### src/verilog/btb_pkg.sv
`default_nettype none
package btb_pkg;
  localparam int PC_W = 15;
  localparam int DATA_W = 8;
  localparam int FADDR_W = 7;
  localparam int BIT_W = 3;
  localparam int OP_W = 14;
  localparam int LIT_W = 11;
  // Opcode class encodings of the executed instruction
  localparam logic [2:0] OP_NOP = 3'h0;
  localparam logic [2:0] OP_SKIP_SET = 3'h1;
  localparam logic [2:0] OP_BRANCH_W = 3'h2;
  localparam logic [2:0] OP_BIT_SET = 3'h3;
  localparam logic [2:0] OP_CALL = 3'h4;
  localparam logic [2:0] OP_CALL_W = 3'h5;
  localparam logic [2:0] OP_WDT_CLR = 3'h6;
  // Field positions in the 14-bit instruction word
  localparam int F_LSB = 0;
  localparam int B_LSB = 7;
  localparam int K_LSB = 0;
  localparam int LATCH_CALL_LSB = 3;
  localparam int LATCH_CALL_VIA_WREG_OP_MSB = 6;
  localparam int PC_LOW_W = 8;
  localparam logic [PC_W-1:0] PC_ONE = 15'h0001;
  localparam logic [PC_W-1:0] PC_RST = 15'h0000;
  localparam logic [DATA_W-1:0] DATA_ZERO = 8'h00;
  localparam logic [DATA_W-1:0] BIT_ONE = 8'h01;
  typedef enum logic [2:0] {
    ST_EXEC = 3'b001,
    ST_FLUSH = 3'b010,
    ST_IDLE = 3'b100
  } btb_state_t;
endpackage
`default_nettype wire
### src/verilog/btb_exec_if.sv
`default_nettype none
interface btb_exec_if;
  logic [btb_pkg::DATA_W-1:0] f_data;
  logic [btb_pkg::BIT_W-1:0] bit_idx;
  logic bit_is_set;
  logic [btb_pkg::DATA_W-1:0] f_new;
  modport dec (output f_data, output bit_idx, input bit_is_set, input f_new);
  modport alu (input f_data, input bit_idx, output bit_is_set, output f_new);
endinterface
`default_nettype wire

### src/verilog/btb_bit_alu.sv
`default_nettype none
module btb_bit_alu (
  btb_exec_if.alu bus
);
  // Bit test and bit set share one decoded one-hot mask
  logic [btb_pkg::DATA_W-1:0] mask;
  assign mask = btb_pkg::BIT_ONE << bus.bit_idx;
  assign bus.bit_is_set = |(bus.f_data & mask);
  assign bus.f_new = bus.f_data | mask;
endmodule
`default_nettype wire

### src/verilog/btb_exec.sv
`default_nettype none
module btb_exec (
  input wire logic i_sys_clk,
  input wire logic i_rst,
  input wire logic i_valid,
  input wire logic [2:0] i_op,
  input wire logic [btb_pkg::OP_W-1:0] i_instr,
  input wire logic [btb_pkg::PC_W-1:0] i_pc,
  input wire logic [btb_pkg::DATA_W-1:0] i_wreg,
  input wire logic [btb_pkg::DATA_W-1:0] i_pc_upper_latch,
  input wire logic [btb_pkg::DATA_W-1:0] i_f_rdata,
  output logic [btb_pkg::FADDR_W-1:0] o_f_addr,
  output logic o_f_we,
  output logic [btb_pkg::DATA_W-1:0] o_f_wdata,
  output logic o_pc_load,
  output logic [btb_pkg::PC_W-1:0] o_pc_next,
  output logic o_push,
  output logic [btb_pkg::PC_W-1:0] o_stack_top,
  output logic o_flush,
  output logic o_busy,
  output logic o_watchdog_clr,
  output logic o_prescaler_clr,
  output logic o_timeout_flag_n,
  output logic o_power_down_flag_n,
  output logic o_status_we
);
  // ----------------------------------------
  // State
  // ----------------------------------------
  typedef struct packed {
    btb_pkg::btb_state_t st;
    logic [btb_pkg::FADDR_W-1:0] f_addr;
    logic f_we;
    logic [btb_pkg::DATA_W-1:0] f_wdata;
    logic pc_load;
    logic [btb_pkg::PC_W-1:0] pc_next;
    logic push;
    logic [btb_pkg::PC_W-1:0] stack_top;
    logic flush;
    logic wdt_clr;
    logic to_n;
    logic pd_n;
  } btb_regs_t;

  btb_regs_t r_q;
  btb_regs_t r_d;
  btb_exec_if ebus ();
  logic [btb_pkg::PC_W-1:0] ret_pc;
  logic [btb_pkg::PC_W-1:0] br_pc;
  logic [btb_pkg::PC_W-1:0] call_pc;
  logic [btb_pkg::PC_W-1:0] call_via_wreg_op_pc;
  logic take;

  assign ebus.f_data = i_f_rdata;
  assign ebus.bit_idx = i_instr[btb_pkg::B_LSB +: btb_pkg::BIT_W];
  btb_bit_alu u_alu (.bus(ebus.alu));
  btb_pc_calc u_pc (
    .i_pc(i_pc),
    .i_wreg(i_wreg),
    .i_latch(i_pc_upper_latch),
    .i_lit(i_instr[btb_pkg::K_LSB +: btb_pkg::LIT_W]),
    .o_ret(ret_pc),
    .o_branch(br_pc),
    .o_call(call_pc),
    .o_call_via_wreg_op(call_via_wreg_op_pc)
  );

  // Read address is combinational so the read data is ready this cycle; in the
  // write cycle the held bit set address wins, so leave a gap after a bit set
  assign o_f_addr = r_q.f_we ? r_q.f_addr : i_instr[btb_pkg::F_LSB +: btb_pkg::FADDR_W];
  assign take = i_valid && (r_q.st == btb_pkg::ST_EXEC);

  // ----------------------------------------
  // Next state
  // ----------------------------------------
  always_comb begin
    r_d = r_q;
    r_d.f_we = 1'b0;
    r_d.pc_load = 1'b0;
    r_d.push = 1'b0;
    r_d.flush = 1'b0;
    r_d.wdt_clr = 1'b0;
    r_d.st = btb_pkg::ST_EXEC;
    if (take) begin
      unique case (i_op)
        btb_pkg::OP_SKIP_SET: begin
          if (ebus.bit_is_set) begin
            r_d.flush = 1'b1;
            r_d.st = btb_pkg::ST_FLUSH;
          end
        end
        btb_pkg::OP_BRANCH_W: begin
          r_d.pc_load = 1'b1;
          r_d.pc_next = br_pc;
          r_d.flush = 1'b1;
          r_d.st = btb_pkg::ST_FLUSH;
        end
        btb_pkg::OP_BIT_SET: begin
          r_d.f_addr = i_instr[btb_pkg::F_LSB +: btb_pkg::FADDR_W];
          r_d.f_wdata = ebus.f_new;
          r_d.f_we = 1'b1;
        end
        btb_pkg::OP_CALL: begin
          r_d.push = 1'b1;
          r_d.stack_top = ret_pc;
          r_d.pc_load = 1'b1;
          r_d.pc_next = call_pc;
          r_d.flush = 1'b1;
          r_d.st = btb_pkg::ST_FLUSH;
        end
        btb_pkg::OP_CALL_W: begin
          r_d.push = 1'b1;
          r_d.stack_top = ret_pc;
          r_d.pc_load = 1'b1;
          r_d.pc_next = call_via_wreg_op_pc;
          r_d.flush = 1'b1;
          r_d.st = btb_pkg::ST_FLUSH;
        end
        btb_pkg::OP_WDT_CLR: begin
          r_d.wdt_clr = 1'b1;
          r_d.to_n = 1'b1;
          r_d.pd_n = 1'b1;
        end
        default: begin
        end
      endcase
    end
  end

  always_ff @(posedge i_sys_clk or posedge i_rst) begin
    if (i_rst) begin
      r_q <= '{
        st: btb_pkg::ST_EXEC,
        f_addr: '0,
        f_we: 1'b0,
        f_wdata: btb_pkg::DATA_ZERO,
        pc_load: 1'b0,
        pc_next: btb_pkg::PC_RST,
        push: 1'b0,
        stack_top: btb_pkg::PC_RST,
        flush: 1'b0,
        wdt_clr: 1'b0,
        to_n: 1'b1,
        pd_n: 1'b1
      };
    end else begin
      r_q <= r_d;
    end
  end

  // ----------------------------------------
  // Outputs
  // ----------------------------------------
  assign o_f_we = r_q.f_we;
  assign o_f_wdata = r_q.f_wdata;
  assign o_pc_load = r_q.pc_load;
  assign o_pc_next = r_q.pc_next;
  assign o_push = r_q.push;
  assign o_stack_top = r_q.stack_top;
  // Second cycle executes a no-op in place of the fetched word
  assign o_flush = r_q.flush;
  assign o_busy = (r_q.st == btb_pkg::ST_FLUSH);
  assign o_watchdog_clr = r_q.wdt_clr;
  assign o_prescaler_clr = r_q.wdt_clr;
  assign o_timeout_flag_n = r_q.to_n;
  assign o_power_down_flag_n = r_q.pd_n;
  // Only the watchdog clear writes status; C, DC and Z are never driven here
  assign o_status_we = r_q.wdt_clr;
endmodule
`default_nettype wire

### src/verilog/btb_pc_calc.sv
`default_nettype none
module btb_pc_calc (
  input wire logic [btb_pkg::PC_W-1:0] i_pc,
  input wire logic [btb_pkg::DATA_W-1:0] i_wreg,
  input wire logic [btb_pkg::DATA_W-1:0] i_latch,
  input wire logic [btb_pkg::LIT_W-1:0] i_lit,
  output logic [btb_pkg::PC_W-1:0] o_ret,
  output logic [btb_pkg::PC_W-1:0] o_branch,
  output logic [btb_pkg::PC_W-1:0] o_call,
  output logic [btb_pkg::PC_W-1:0] o_call_via_wreg_op
);
  localparam int UPW = btb_pkg::PC_W - btb_pkg::LIT_W;
  localparam int UPW2 = btb_pkg::PC_W - btb_pkg::PC_LOW_W;
  assign o_ret = btb_pkg::PC_W'(i_pc + btb_pkg::PC_ONE);
  // Unsigned add, wraps at the top of program space
  assign o_branch = btb_pkg::PC_W'(o_ret + {{(btb_pkg::PC_W-btb_pkg::DATA_W){1'b0}}, i_wreg});
  assign o_call = {i_latch[btb_pkg::LATCH_CALL_LSB +: UPW], i_lit};
  assign o_call_via_wreg_op = {i_latch[btb_pkg::LATCH_CALL_VIA_WREG_OP_MSB -: UPW2], i_wreg};
endmodule
`default_nettype wire

### config.mk
export PLATFORM = sky130hd
export DESIGN_NAME = btb_exec
export DESIGN_NICKNAME = d
export VERILOG_FILES = /design/src/verilog/btb_pkg.sv /design/src/verilog/btb_exec_if.sv /design/src/verilog/btb_bit_alu.sv /design/src/verilog/btb_exec.sv /design/src/verilog/btb_pc_calc.sv
export SDC_FILE = /design/constraint.sdc
export NUM_CORES = 1
export LEC_CHECK = 0
export BUFFER_PORTS_ARGS = -buffer_cell sky130_fd_sc_hd__buf_2
export CORE_UTILIZATION = 37
export CTS_BUF_LIST = sky130_fd_sc_hd__clkbuf_4 sky130_fd_sc_hd__clkbuf_8 sky130_fd_sc_hd__clkbuf_16
export DETAILED_ROUTE_END_ITERATION = 6
export GPL_ROUTABILITY_DRIVEN = 0
export GPL_TIMING_DRIVEN = 0
export PLACE_DENSITY = 0.63
export SYNTH_ARGS = -nofsm -noshare
export SYNTH_HDL_FRONTEND = slang
export SYNTH_SLANG_ARGS = --single-unit
export TNS_END_PERCENT = 100
### constraint.sdc
create_clock -name i_sys_clk -period 2.8 [get_ports i_sys_clk]
set_input_delay 0.14 -clock i_sys_clk [delete_from_list [all_inputs] [get_ports i_sys_clk]]
set_output_delay 0.14 -clock i_sys_clk [all_outputs]
set_load 0.005 [all_outputs]
==> results.py <==
metrics = {
    "global_route": {
        "antenna_found_initial": 0,
        "grt_pass1_vias": 3067,
        "gr-total-overflow": 0,
        "grt_max_degree": 29,
        "grt_pass1_wl_um": 14990,
        "grt_usage": 0.1917,
    },
    "placement": {
        "io_buffers": 101,
        "hpwlAfterDp_um": 7135,
        "place_area_um2": 4131,
    },
    "final_layout": {
        "fillerInstances": 874,
        "antennaDiodeCount": 0,
        "fin_area_um2": 4262,
        "drive_gt1_frac": 0.3929,
        "utilization": 0.4793,
        "nets": 546,
        "area_growth_pct": 23.18,
    },
    "pwr": {
        "power_frac_seq": 0.419,
        "p_leak_uw": 0.002064,
        "power_density_nw_per_um2": 557.0,
        "comb_power_share": 0.353,
        "power_switching_uw": 717.7,
        "total_power_uw": 2374,
        "switching_share": 0.3023,
        "clockPowerShare": 0.228,
        "p_int_uw": 1656,
        "vdd_ir_drop_max_mv": 0.2783,
    },
    "timing": {
        "tightest_slew_ns": 0.6490,
        "setup-violations-final": 0,
        "rsz0062_at_grt": "false",
        "finalHoldViolCount": 0,
        "timing.fmax_ghz": 0.3892,
        "drv_slew": 0,
        "fin_worst_skew_ns": 0.009471,
        "period_share": 0.9175,
        "finalCriticalPeriod_ns": 2.569,
        "max_slew_margin": 0.5658,
    },
    "routing": {
        "vias": 3049,
        "drc": 0,
        "vias_per_cell": 5.221,
        "routedWlPerCell_um": 15.18,
        "drt_pass1_iterations": 4,
        "totalWireLength_um": 8864,
        "postRouteAntennaNets": 0,
        "first_iter_violations": 136,
    },
    "logic_synthesis": {
        "synth_ff_type": "dfrtp_1",
        "ys_types": 52,
        "syn_avg_cell_area_um2": 9.504,
        "synth_largest_area_cell": "dfrtp_1",
        "synthCells": 364,
        "yosysWarningCount": 0,
        "synth_area_leaders": "dfrtp_1, buf_4, mux2_2",
        "synth_seq_cells": 51,
        "async_flop_share": 1.000,
        "synth_area_um2": 3460,
        "synth-edff-count": 0,
        "synth_top_area_frac": 0.3617,
        "synth_sequential_area_ratio": 0.3693,
    },
    "critical_path": {
        "crit_family": "simple AND/OR/NAND/NOR gates",
        "critPathSlowestCell": "dfstp_2",
        "max_stage_delay_ns": 0.54,
        "cp.arrival_ns": 2.78,
        "start_kind": "flop",
        "worst-path-buf-inv": 2,
        "path_max_fanout": 10,
        "critPathMostFrequentCell": "clkbuf_1",
        "path_cells": "nand2_1, nor2_1, and3_1, clkbuf_1, clkbuf_1, mux2_2",
        "crit_type": "flop to flop",
        "cp-end-kind": "flop",
        "cp_data_required_time_ns": 3.01,
    },
    "floorplan": {
        "coreArea_um2": 8891,
        "io_pins": 114,
        "rows": 34,
        "die_y_um": 98.70,
        "initial_core_util": 0.3891,
        "fp.dieW_um": 98.70,
        "fp.dieArea_um2": 9741,
    },
    "run_status": {
        "status": "complete, no violations",
    },
    "run": {
        "max_cap_violations": 0,
    },
    "cts": {
        "clk_pin_slew_ns": 0.11,
        "clock_path_buffers": 2,
        "htree_num_levels": 2,
        "cts_tree": "yes",
        "cts_buffers": 5,
        "clock-sinks": 51,
        "clock_latency_ns": 0.31,
        "cts.repair_timing.setup_buffer_count": 0,
        "cts_root_buf": "clkbuf_8",
    },
    "worst_hold_path": {
        "hp-class": "input port to flop",
    },
}
## registers in the layout (all words and copies together) (netlist names)
name,count
r_q,9
o_pc_load,1
o_stack_top,15
o_pc_next,15
o_push,1
o_prescaler_clr,1
o_f_we,1
o_f_wdata,8
## final cells by class
type	count	area [um^2]	share of cell area
well taps	108	135.1	0.03171
inverters	9	33.78	0.007927
repair buffers	103	543.0	0.1274
plain buffers	60	386.6	0.09072
flip-flops and latches	51	1277	0.2998
clock inverters	3	46.29	0.01086
multi-input cells	245	1770	0.4154
clock buffers	5	68.82	0.01615
## through the flow
| stage | hold WS [ns] | setup slack (ns) | instances | setup TNS (ns) |
|---|---|---|---|---|
| after floorplan | 0.2518 | 0.4051 | 365 | 0 |
| after global placement | 0.4075 | -0.02350 | 574 | -0.02350 |
| after detailed placement | 0.2662 | -0.03739 | 575 | -0.05101 |
| after CTS | 0.07749 | 0.2133 | 584 | 0 |
| after global routing | 0.09260 | 0.01731 | 584 | 0 |
| final | 0.08577 | 0.2309 | 584 | 0 |
## synth_stat cells, types with 2 or more instances
library cell  instances
dfrtp_1              50
buf_4                42
nand2_1              24
mux2_2               21
nor2_1               21
a21oi_1              20
o21ai_0              17
clkbuf_1             15
xnor2_1              13
xor2_1               12
a31oi_1              11
ha_1                 11
inv_1                 9
mux2i_1               9
nor3_1                7
and3_1                5
nand3_1               5
nand4_1               5
nor2b_1               5
nor4_1                5
o21a_1                5
o22ai_1               5
o221ai_1              4
a21o_1                3
buf_2                 3
nand2b_1              3
a211oi_1              2
a22o_1                2
a22oi_1               2
and4b_1               2
mux4_2                2
nand3_2               2
nand4b_1              2
nor4_2                2
## cells in the final DEF, fill, tap and decap left out, types with 13 or more instances in the layout
cell and count:
a21oi_1 20, buf_2 104, buf_4 42, clkbuf_1 15, dfrtp_1 50, mux2_2 21
nand2_1 24, nor2_1 21, o21ai_0 17, xnor2_1 13
## repair_timing
| action | 4_1_cts | 5_1_grt |
|---|---|---|
| resized for setup | 0 | 1 |
| hold endpoints to repair | 27 | 0 |
| endpoints found under the setup margin | 0 | 1 |
| hold buffers | 1 | 0 |
## power by group through the flow
stage	Clock [uW]	Sequential (uW)	Combinational, uW
floorplan	0	983	560
global placement	0	1010	819
detailed placement	0	1010	841
CTS	550	998	847
global route	576	1020	932
finish	540	995	838
## metal layers
metal  vias to the layer above  share of wire  track usage
met2                        90           0.48       0.3207
met5                         -              0            0
met1                      1457           0.46       0.2584
met4                         0          0.020      0.05855
li1                       1486              -            -
met3                        16          0.038      0.02624
## path summary, 6_finish.rpt
check	startpoint	end	slack, ns	depth (start not counted)
min	i_op[1]	o_prescaler_clr$_DFF_PP0_	0.09	3
max in group asynchronous	i_rst	r_q[52]$_DFF_PP1_	1.71	4
max	r_q[52]$_DFF_PP1_	r_q[45]$_DFFE_PP0P_	0.23	6
min reg2reg	o_stack_top[9]$_DFFE_PP0P_	o_stack_top[9]$_DFFE_PP0P_	0.50	2
min in group asynchronous	i_rst	o_f_wdata[4]$_DFFE_PP0P_	0.47	3
max reg2reg	r_q[52]$_DFF_PP1_	r_q[45]$_DFFE_PP0P_	0.23	6
## worst reg2reg max path, cell delays in order, from the launching register on
cell      delay [ns]
dfstp_2         0.54
nand2_1         0.06
nor2_1          0.50
and3_1          0.26
clkbuf_1        0.30
clkbuf_1        0.43
mux2_2          0.39
## logic make-up after synthesis
family                     count (synthesis)  share of synthesized area
and+or+nand+nor                           93                     0.1418
AOI/OAI and AO/OA                         81                     0.1501
buffers and inverters                     69                     0.1215
DFF                                       51                     0.3693
muxes                                     32                     0.1074
xor gates and xnor gates                  25                    0.06329
adders and majority gates                 12                    0.04557
other                                      1                   0.001084
No activity file was read; power rests on OpenSTA's default activity.
